--- src/core/irq_route_pkg.sv ---
package irq_route_pkg;

  // Register map of the interrupt routing and indication block.
  localparam logic [7:0] ADDR_OT_ROUTE    = 8'h6D;
  localparam logic [7:0] ADDR_ROUTE_A     = 8'h70;
  localparam logic [7:0] ADDR_ROUTE_B     = 8'h71;
  localparam logic [7:0] ADDR_STYLE       = 8'h72;

  // Field positions inside the byte registers.
  localparam int unsigned ROUTE_HI_LSB    = 4;
  localparam int unsigned ROUTE_LO_LSB    = 0;
  localparam int unsigned STYLE_ONE_LSB   = 6;
  localparam int unsigned STYLE_TWO_LSB   = 4;
  localparam int unsigned STYLE_THREE_LSB = 2;
  localparam int unsigned STYLE_FOUR_LSB  = 0;

  localparam logic [2:0] ROUTE_RESET      = 3'h0;
  localparam logic [7:0] RDATA_RESET      = 8'h00;

  localparam int unsigned NUM_PINS        = 4;
  localparam int unsigned NUM_SRCS        = 5;

  // Timing: printed times and the clock rate, then derived cycle counts.
  localparam int unsigned CLK_KHZ         = 250000;
  localparam int unsigned PULSE_MS        = 2;
  localparam int unsigned PERIOD_MS       = 4;
  localparam int unsigned PULSE_CYC       = PULSE_MS * CLK_KHZ;
  localparam int unsigned PERIOD_CYC      = PERIOD_MS * CLK_KHZ;
  localparam int unsigned CNT_W           = 20;

  typedef enum logic [1:0] {
    STYLE_ONE_PULSE,
    STYLE_REPEAT,
    STYLE_LATCH,
    STYLE_LIVE
  } style_t;

endpackage

--- src/core/dsp_irq_router.sv ---
// Overview of operation
// - DSP source one has a 3-bit route in bits 6-4 at 0x70: 0 unused, 1-4 pick a pin, 5-7 reserved.
// - DSP source two has the same 3-bit route in bits 2-0 at 0x70.
// - DSP source three has the same 3-bit route in bits 6-4 at 0x71.
// - DSP source four has the same 3-bit route in bits 2-0 at 0x71.
// - Each pin has a 2-bit style at 0x72: pin one bits 7-6, two 5-4, three 3-2, four 1-0.
// - Style zero gives one 2 ms high pulse per interrupt; an interrupt arriving while a pulse runs gets none.
// - Style one repeats 2 ms high pulses every 4 ms until both status registers are read.
// - Style two holds the pin high from the interrupt until both status registers are read.
// - Style three drives the pin high while its combined interrupt condition is present, one clock later.
// - The over-temperature source has its own 3-bit route with the same encoding.
module dsp_irq_router
  import irq_route_pkg::*;
#(
  parameter int unsigned PULSE_CYCLES  = irq_route_pkg::PULSE_CYC,
  parameter int unsigned PERIOD_CYCLES = irq_route_pkg::PERIOD_CYC
) (
  input  wire logic       i_clk,            // Main clock, 250 MHz.
  input  wire logic       i_rst,            // Asynchronous reset, active high.
  input  wire logic [3:0] i_dsp_irq,        // DSP interrupt sources one to four.
  input  wire logic       i_overtemp,       // Die over-temperature event.
  input  wire logic       i_sticky_cleared, // Pulse: both status registers read.
  input  wire logic [7:0] i_reg_addr,       // Register address.
  input  wire logic       i_reg_wr,         // Register write strobe.
  input  wire logic [7:0] i_reg_wdata,      // Register write data.
  input  wire logic       i_reg_rd,         // Register read strobe.
  output logic      [7:0] o_reg_rdata,      // Read data, valid after a read.
  output logic            o_irq_out_one,    // Interrupt pin one.
  output logic            o_irq_out_two,    // Interrupt pin two.
  output logic            o_irq_out_three,  // Interrupt pin three.
  output logic            o_irq_out_four    // Interrupt pin four.
);
  import irq_route_pkg::*;

  logic   [2:0]          dsp_src_one_route_q;
  logic   [2:0]          dsp_src_two_route_q;
  logic   [2:0]          dsp_src_three_route_q;
  logic   [2:0]          dsp_src_four_route_q;
  logic   [2:0]          overtemp_route_q;
  style_t                pin_one_signal_style_q;
  style_t                pin_two_signal_style_q;
  style_t                pin_three_signal_style_q;
  style_t                pin_four_signal_style_q;
  logic   [7:0]          rdata_q;
  logic   [2:0]          route [NUM_SRCS];
  style_t                style [NUM_PINS];
  logic   [NUM_SRCS-1:0] src;
  logic   [NUM_PINS-1:0] cond;
  logic   [NUM_PINS-1:0] cond_q;
  logic   [NUM_PINS-1:0] evt;
  logic   [NUM_PINS-1:0] latch_q;
  logic   [NUM_PINS-1:0] busy_q;
  logic   [NUM_PINS-1:0] out_d;
  logic   [NUM_PINS-1:0] out_q;
  logic   [CNT_W-1:0]    cnt_q [NUM_PINS];

  localparam logic [CNT_W-1:0] PULSE_LAST  = CNT_W'(PULSE_CYCLES - 1);
  localparam logic [CNT_W-1:0] PERIOD_LAST = CNT_W'(PERIOD_CYCLES - 1);
  localparam logic [CNT_W-1:0] PULSE_LEN   = CNT_W'(PULSE_CYCLES);

  // True when a route code selects the given pin; codes 0 and 5-7 select none.
  function automatic logic routes_to(input logic [2:0] r, input int unsigned pin);
    return r == 3'(pin + 1);
  endfunction

  assign route[0] = dsp_src_one_route_q;
  assign route[1] = dsp_src_two_route_q;
  assign route[2] = dsp_src_three_route_q;
  assign route[3] = dsp_src_four_route_q;
  assign route[4] = overtemp_route_q;
  assign style[0] = pin_one_signal_style_q;
  assign style[1] = pin_two_signal_style_q;
  assign style[2] = pin_three_signal_style_q;
  assign style[3] = pin_four_signal_style_q;
  assign src      = {i_overtemp, i_dsp_irq};

  always_ff @(posedge i_clk or posedge i_rst) begin
    if (i_rst) begin
      dsp_src_one_route_q   <= ROUTE_RESET;
      dsp_src_two_route_q   <= ROUTE_RESET;
      dsp_src_three_route_q <= ROUTE_RESET;
      dsp_src_four_route_q  <= ROUTE_RESET;
      overtemp_route_q      <= ROUTE_RESET;
    end else if (i_reg_wr) begin
      if (i_reg_addr == ADDR_ROUTE_A) begin
        dsp_src_one_route_q <= i_reg_wdata[ROUTE_HI_LSB +: 3];
        dsp_src_two_route_q <= i_reg_wdata[ROUTE_LO_LSB +: 3];
      end else if (i_reg_addr == ADDR_ROUTE_B) begin
        dsp_src_three_route_q <= i_reg_wdata[ROUTE_HI_LSB +: 3];
        dsp_src_four_route_q  <= i_reg_wdata[ROUTE_LO_LSB +: 3];
      end else if (i_reg_addr == ADDR_OT_ROUTE) begin
        overtemp_route_q <= i_reg_wdata[ROUTE_LO_LSB +: 3];
      end
    end
  end

  always_ff @(posedge i_clk or posedge i_rst) begin
    if (i_rst) begin
      pin_one_signal_style_q   <= STYLE_ONE_PULSE;
      pin_two_signal_style_q   <= STYLE_ONE_PULSE;
      pin_three_signal_style_q <= STYLE_ONE_PULSE;
      pin_four_signal_style_q  <= STYLE_ONE_PULSE;
    end else if (i_reg_wr && i_reg_addr == ADDR_STYLE) begin
      pin_one_signal_style_q   <= style_t'(i_reg_wdata[STYLE_ONE_LSB +: 2]);
      pin_two_signal_style_q   <= style_t'(i_reg_wdata[STYLE_TWO_LSB +: 2]);
      pin_three_signal_style_q <= style_t'(i_reg_wdata[STYLE_THREE_LSB +: 2]);
      pin_four_signal_style_q  <= style_t'(i_reg_wdata[STYLE_FOUR_LSB +: 2]);
    end
  end

  // Read data is captured on the read strobe and held; reserved bits and unmapped addresses read zero.
  always_ff @(posedge i_clk or posedge i_rst) begin
    if (i_rst) begin
      rdata_q <= RDATA_RESET;
    end else if (i_reg_rd) begin
      if (i_reg_addr == ADDR_ROUTE_A) begin
        rdata_q <= {1'b0, dsp_src_one_route_q, 1'b0, dsp_src_two_route_q};
      end else if (i_reg_addr == ADDR_ROUTE_B) begin
        rdata_q <= {1'b0, dsp_src_three_route_q, 1'b0, dsp_src_four_route_q};
      end else if (i_reg_addr == ADDR_OT_ROUTE) begin
        rdata_q <= {5'h00, overtemp_route_q};
      end else if (i_reg_addr == ADDR_STYLE) begin
        rdata_q <= {pin_one_signal_style_q, pin_two_signal_style_q,
                    pin_three_signal_style_q, pin_four_signal_style_q};
      end else begin
        rdata_q <= RDATA_RESET;
      end
    end
  end

  always_comb begin
    cond = '0;
    for (int p = 0; p < NUM_PINS; p++) begin
      for (int s = 0; s < NUM_SRCS; s++) begin
        if (src[s] && routes_to(route[s], p)) begin
          cond[p] = 1'b1;
        end
      end
    end
  end

  always_ff @(posedge i_clk or posedge i_rst) begin
    if (i_rst) begin
      cond_q <= '0;
    end else begin
      cond_q <= cond;
    end
  end

  assign evt = cond & ~cond_q;

  for (genvar p = 0; p < NUM_PINS; p++) begin : g_pin
    // Latch holds until status clear; a new event wins over the clear.
    always_ff @(posedge i_clk or posedge i_rst) begin
      if (i_rst) begin
        latch_q[p] <= 1'b0;
      end else if (evt[p]) begin
        latch_q[p] <= 1'b1;
      end else if (i_sticky_cleared) begin
        latch_q[p] <= 1'b0;
      end
    end

    always_ff @(posedge i_clk or posedge i_rst) begin
      if (i_rst) begin
        busy_q[p] <= 1'b0;
        cnt_q[p]  <= '0;
      end else begin
        case (style[p])
          STYLE_ONE_PULSE: begin
            if (evt[p] && !busy_q[p]) begin
              busy_q[p] <= 1'b1;
              cnt_q[p]  <= '0;
            end else if (busy_q[p] && cnt_q[p] == PULSE_LAST) begin
              busy_q[p] <= 1'b0;
              cnt_q[p]  <= '0;
            end else if (busy_q[p]) begin
              cnt_q[p] <= cnt_q[p] + 1'b1;
            end
          end
          STYLE_REPEAT: begin
            busy_q[p] <= 1'b0;
            if (!latch_q[p] || cnt_q[p] == PERIOD_LAST) begin
              cnt_q[p] <= '0;
            end else begin
              cnt_q[p] <= cnt_q[p] + 1'b1;
            end
          end
          default: begin
            busy_q[p] <= 1'b0;
            cnt_q[p]  <= '0;
          end
        endcase
      end
    end

    always_comb begin
      case (style[p])
        STYLE_ONE_PULSE: out_d[p] = busy_q[p];
        STYLE_REPEAT:    out_d[p] = latch_q[p] && (cnt_q[p] < PULSE_LEN);
        STYLE_LATCH:     out_d[p] = latch_q[p];
        default:         out_d[p] = cond[p];
      endcase
    end
  end

  always_ff @(posedge i_clk or posedge i_rst) begin
    if (i_rst) begin
      out_q <= '0;
    end else begin
      out_q <= out_d;
    end
  end

  assign o_reg_rdata     = rdata_q;
  assign o_irq_out_one   = out_q[0];
  assign o_irq_out_two   = out_q[1];
  assign o_irq_out_three = out_q[2];
  assign o_irq_out_four  = out_q[3];
endmodule

--- config.mk ---
export PLATFORM = sky130hd
export DESIGN_NAME = dsp_irq_router
export DESIGN_NICKNAME = d
export VERILOG_FILES = /design/src/core/irq_route_pkg.sv /design/src/core/dsp_irq_router.sv
export SDC_FILE = /design/constraint.sdc
export NUM_CORES = 1
export LEC_CHECK = 0
export ABC_CLOCK_PERIOD_IN_PS = 4120
export BUFFER_PORTS_ARGS = -buffer_cell sky130_fd_sc_hd__buf_2
export CAP_MARGIN = 10
export CORE_ASPECT_RATIO = 1.1
export CORE_MARGIN = 2
export CORE_UTILIZATION = 35
export CTS_BUF_LIST = sky130_fd_sc_hd__clkbuf_4 sky130_fd_sc_hd__clkbuf_8
export CTS_CLUSTER_SIZE = 40
export DETAILED_ROUTE_END_ITERATION = 10
export PLACE_DENSITY = 0.61
export SYNTH_ARGS = -nofsm -noshare
export SYNTH_HDL_FRONTEND = slang
export SYNTH_SLANG_ARGS = --single-unit
export TNS_END_PERCENT = 10
--- constraint.sdc ---
create_clock -name i_clk -period 4.12 [get_ports i_clk]
set_input_delay 0.206 -clock i_clk [delete_from_list [all_inputs] [get_ports i_clk]]
set_output_delay 0.206 -clock i_clk [all_outputs]
set_load 0.05 [all_outputs]
After elaboration in Yosys (flattened, before gate mapping)
Cells that the tools add are included.
- word-level logic and storage cells: 205
- memories kept: 0
- bits in registers: 127
- bits in read-only memories: 0
- bits in latches: 0
- memory bits (writable): 0
- shifts and indexed selects: 0
- div/mod/pow operators: 0
- multiplexer cells: 65
- $add $sub $neg: 4
- multipliers: 0
- bitwise logic cells: 4
- order comparisons: 4
- equal/unequal tests: 48
- reductions and logical operators: 56
- operator list (operator ; count):
    20-bit 2-to-1 mux ; 16
    20-bit one-hot mux with 2 select lines ; 4
    20-bit by 1-bit adder with 20-bit output, second input constant ; 4
    20-bit by 19-bit == test with 1-bit output, second input constant ; 4
    20-bit == test, second input constant ; 4
    20-bit by 19-bit less-than comparator with 1-bit output, second input constant ; 4
    1-bit 2-to-1 mux ; 37
    1-bit logical AND ; 33
    8-bit by 7-bit == test with 1-bit output, second input constant ; 4
    8-bit 2-to-1 mux ; 4
    3-bit by 2-bit == test with 1-bit output, second input constant ; 10
    4-bit != test, second input constant ; 4
    3-bit by 1-bit == test with 1-bit output, second input constant ; 5
    3-bit == test, second input constant ; 5
    3-bit != test, second input constant ; 4
    1-bit one-hot mux with 3 select lines ; 4
    2-bit by 1-bit == test with 1-bit output, second input constant ; 4
    2-bit == test, second input constant ; 4
    1-bit zero test ; 8
    2-bit zero test ; 4
    2-bit nonzero test ; 4
    4-bit bitwise AND ; 1
    1-bit logical OR ; 4
    4-bit NOT ; 1
    4 further kinds ; 5

Depth between registers and ports, before layout
- word-level depth: 11
- depth in mapped cells: 8
- mapped depth without buffers: 7

Least setup slack after synthesis
No wires, ideal clock.
- path kind: reg-to-reg
- start point: register cnt_q[60] (netlist bit)
- end point: register cnt_q[60] (netlist bit)
- slack: 2149 ps
- period minus slack after synthesis: 1971 ps
- cell stages (with the launch flop): 9
- data required time: 4002 ps
- path buffers: 1
- data arrival time: 1853 ps
- cells stage by stage: dfrtp_1 ha_1 nand4_1 nor3_1 nand4_1 a31oi_1 clkbuf_1 nor3_1 a21o_1
- longest elaborated chain between the ends: 5
- elaborated cells between the ends (all ways): 11
- classes of those cells: 1 x add/sub; 3 x eq/ne; 5 x mux; 2 x reduce/logical
- RTL lines (item ; line ; source):
    start, declared ; dsp_irq_router.sv:55 ; logic [CNT_W-1:0] cnt_q [NUM_PINS];
    start signal, assigned by index ; dsp_irq_router.sv:178 ; cnt_q[p] <= cnt_q[p] + 1'b1;
    start signal, assigned by index ; dsp_irq_router.sv:186 ; cnt_q[p] <= cnt_q[p] + 1'b1;
    20-bit by 1-bit adder with 20-bit output or 20-bit by 19-bit == test with 1-bit output (tied branches) ; dsp_irq_router.sv:178, dsp_irq_router.sv:186, dsp_irq_router.sv:174 ;
    20-bit 2-to-1 mux or 1-bit logical AND (tied branches) ; dsp_irq_router.sv:177, dsp_irq_router.sv:174 ;
    20-bit 2-to-1 mux ; dsp_irq_router.sv:174 ; end else if (busy_q[p] && cnt_q[p] == PULSE_LAST) begin
    20-bit 2-to-1 mux ; dsp_irq_router.sv:171 ; if (evt[p] && !busy_q[p]) begin
    20-bit one-hot mux with 2 select lines ; dsp_irq_router.sv:169 ; case (style[p])
Several ways; a longest one is shown, not always the timed one. The select of a mux whose other input is x is not followed.
A chain may end at the register's enable or synchronous reset.

Worst setup path after layout
- start point: register cnt_q[40] (netlist bit)
- end point: register cnt_q[52] (netlist bit)
The elaborated chain is that of the path after synthesis.

==> summary.txt <==
Die
  • I/O pins: 38
  • Die Wd: 138 µm
  • Die Height: 151 µm
  • # rows: 53
  • Die area: 0.0209 mm²
  • Initial Util: 35.9%
  • Core region area: 0.0192 mm²

Synthesis
  • Seq cells post-synth: 127
  • Seq/Total Area, Yosys: 46.0%
  • Synth Flop Type: dfrtp_1
  • Ys Warns: 0
  • Post-synth EDFFs: 0
  • Avg Cell Area, Syn: roughly 9.9 µm²
  • Post-Syn Nets: 730
  • Post-Syn Area: 0.00691 mm²
  • Async S/R FF share, synth: 100%
  • Post-Syn Instances: 700
  • Yosys cell types: 69

Setup path
  • CP Class: reg2reg
  • CP peak stage delay: 640 ps
  • CP Max Fanout: 11
  • Worst Path Required: approximately 4500 ps
  • Crit path capture type: flop
  • WP data arrival: 2870 ps
  • Crit path launch type: flop
  • CP Cell Sequence: ha_1, nand4_1, nor2_1, a31oi_1, a21oi_1, buf_4, nor2_1
  • Max stage delay cell, worst path: a21oi_1
  • CP dominant cell by count: nor2_1

GRT
  • First-pass GRT wire length: 25.9 mm
  • Global Route Usage Sum: 15.9%
  • Largest net degree at the start of global routing: between 60 and 70
  • Antenna violations before repair: 1
  • Vias in the first global route: 5176
  • Total congestion overflow: 0

Layout
  • Layout cells sized above 1: 17.0%
  • Commonest non-fill, non-tap cell in the layout: dfrtp_1
  • Final Net Count: 777
  • Fin area: slightly below 0.008 mm²
  • Final Util: 40.6%
  • Antenna Cells: 0
  • Most frequent cells in the layout: dfrtp_1, nor2_1, nand2_1, xor2_1, buf_2
  • Area delta synth->final: 12.9%
  • Non-Filler Instances: 1006

Pwr
  • Post-layout power: roughly 3.3 mW
  • Pwr/cell area: 418 mW/mm²
  • Leakage: 3.40 nW
  • Max IR drop VDD: 0.000246 V

Detailed routing
  • DR iter-0 viols: 350
  • Via density: 5.41
  • Wire length on met2: roughly 7.6 mm
  • Met3 wire len: 644 µm
  • Highest metal used: met5
  • DR WL/cell: 15.7 µm
  • Post-route ant nets: 0
  • Total wire length: 15.8 mm
  • DRT Pass-1 Iters: 7
  • Wl on met1: about 7.3 mm
  • DRC: 0
  • Vias post-DR: 5440

Timing
  • Final period util: 61.5%
  • Worst Clk Skew: 11.2 ps
  • Final setup violation count: 0
  • Post-layout min period: 2530 ps
  • Tightest Pin Transition: 1130 ps
  • Setup TNS: 0 ps
  • Fin worst setup slack: 1590 ps
  • Fin. max-slew vios: 0
  • Max frequency: 395 MHz
  • Worst rel slew slack: roughly a quarter
  • Hold Vio Cnt, Final: 0
  • Hold slack: 18.9 ps
  • Unrepaired setup endpoints after global routing: no

CTS
  • CTS tree: done
  • Max H-tree Level: 4
  • CTS Root Cell: clkbuf_8
  • Deepest clock path buffer count: 2
  • Clk sinks: 127
  • TritonCTS Buffers: 17
  • Worst-Skew Late Latency: 450 ps
  • Post-CTS setup buffers: 0
  • CTS clk-pin slew, worst paths: around 70 ps

Place
  • DP Cell Count: 970
  • Post-detail-place hpwl: between 10 and 15 mm
  • Input/output buffers: 37
  • Post-placement worst setup slack: 1570 ps
  • Placed instance area: 0.00736 mm²
  • Final GP Congestion: a little over 0.8

Min path
  • Hold Path Class: in2reg

Run
  • Maximum capacitance violations: 0

Status
  • Status: completed
[power by group]
group	switching (mW)	internal [mW]
clock	0.480	0.579
combinational	0.422	0.242
sequential	0.150	1.39
[cells in the mapped netlist, types with 4 or more instances]
master | n | area (µm²)
a21o_1 | 6 | 45.0
a211oi_1 | 7 | 52.6
nand3_1 | 27 | 135
a31oi_1 | 5 | 31.3
and3_1 | 14 | 87.6
and4_1 | 6 | 52.6
nand4b_1 | 8 | 70.1
nor2_1 | 95 | 357
ha_1 | 4 | 50.1
xor2_1 | 43 | 377
and4bb_2 | 8 | 100
nand2b_1 | 4 | 25.0
nor4bb_1 | 7 | 70.1
nor2b_1 | 5 | 31.3
dfrtp_1 | 127 | 3180
mux2i_1 | 12 | 120
nor3_1 | 20 | 100
mux2_2 | 26 | 293
inv_1 | 27 | 101
clkbuf_1 | 12 | 45.0
nand4_1 | 27 | 169
or3_1 | 10 | 62.6
buf_2 | 6 | 30.0
nor4_1 | 7 | 43.8
o22ai_1 | 5 | 31.3
xnor2_1 | 20 | 175
nand2_1 | 50 | 188
o21ai_0 | 15 | 75.1
a21oi_1 | 24 | 120
a2111oi_0 | 4 | 35.0
o31ai_1 | 6 | 45.0
[state kept, by name, summed over array words and instances, names as in the netlist]
name	cells
o_reg_rdata	8
busy_q	4
cond_q	4
dsp_src_two_route_q	3
pin_four_signal_style_q	2
out_q	4
dsp_src_four_route_q	3
pin_one_signal_style_q	2
overtemp_route_q	3
cnt_q	80
pin_three_signal_style_q	2
dsp_src_three_route_q	3
latch_q	4
pin_two_signal_style_q	2
dsp_src_one_route_q	3
[routing by layer]
metal / vias up / track usage, %
met5: - / 0
met4: 2 / 4.03
met3: 14 / 4.48
met2: 81 / 26.2
met1: 2707 / 20.6
li1: 2636 / -
[worst paths after layout]
kind	from	endpoint	slack [ps]	cells after the start
worst max-delay path	cnt_q[40]$_DFFE_PP0P_	cnt_q[52]$_DFFE_PP0P_	1590	7
worst min-delay path	i_reg_wdata[7]	pin_one_signal_style_q[1]$_DFFE_PP0P_	20	2
worst max register to register	cnt_q[40]$_DFFE_PP0P_	cnt_q[52]$_DFFE_PP0P_	1590	7
worst min register to register	cond_q[2]$_DFF_PP0_	latch_q[2]$_DFFE_PP0P_	500	1
max in group asynchronous	i_rst	cnt_q[47]$_DFFE_PP0P_	2680	4
min in group asynchronous	i_rst	o_reg_rdata[0]$_DFFE_PP0P_	480	3
[kinds of logic (layout without fill, tap and decap cells)]
kind of cell | Yosys count | in the layout | synth area share [%]
DFF | 127 | 127 | 46.0
xor gates and xnor gates | 63 | 63 | 7.99
AOI/OAI and AO/OA | 107 | 107 | 11.2
buffers and inverters | 48 | 107 | 2.88
and+or+nand+nor | 312 | 312 | 24.9
muxes | 39 | 39 | 6.30
adders and majority gates | 4 | 4 | 0.725
[critical path: cells and delay by family (launching register included)]
kind / cells / cell delay, ps
AO/OA/AOI/OAI: 2 / 790
adder cells (fa/ha/maj): 1 / 220
buffers and inverters: 1 / 310
flip-flops: 1 / 410
AND/OR/NAND/NOR: 3 / 670
[timing repair]
| item | CTS | global route |
|---|---|---|
| resized for setup | 0 | 0 |
| hold endpoints to repair | 70 | 0 |
| hold buffers | 5 | 0 |
[cell type report]
cell class                 count  area, µm²
clock buffer                  25        332
clock inverter                 6       55.1
fill                        1927      11400
inverter                      27        104
multi-input combinational    525       3530
sequential                   127       3180
tap                          247        309
timing repair buffer          49        288
(Power assumes the default switching activity.)
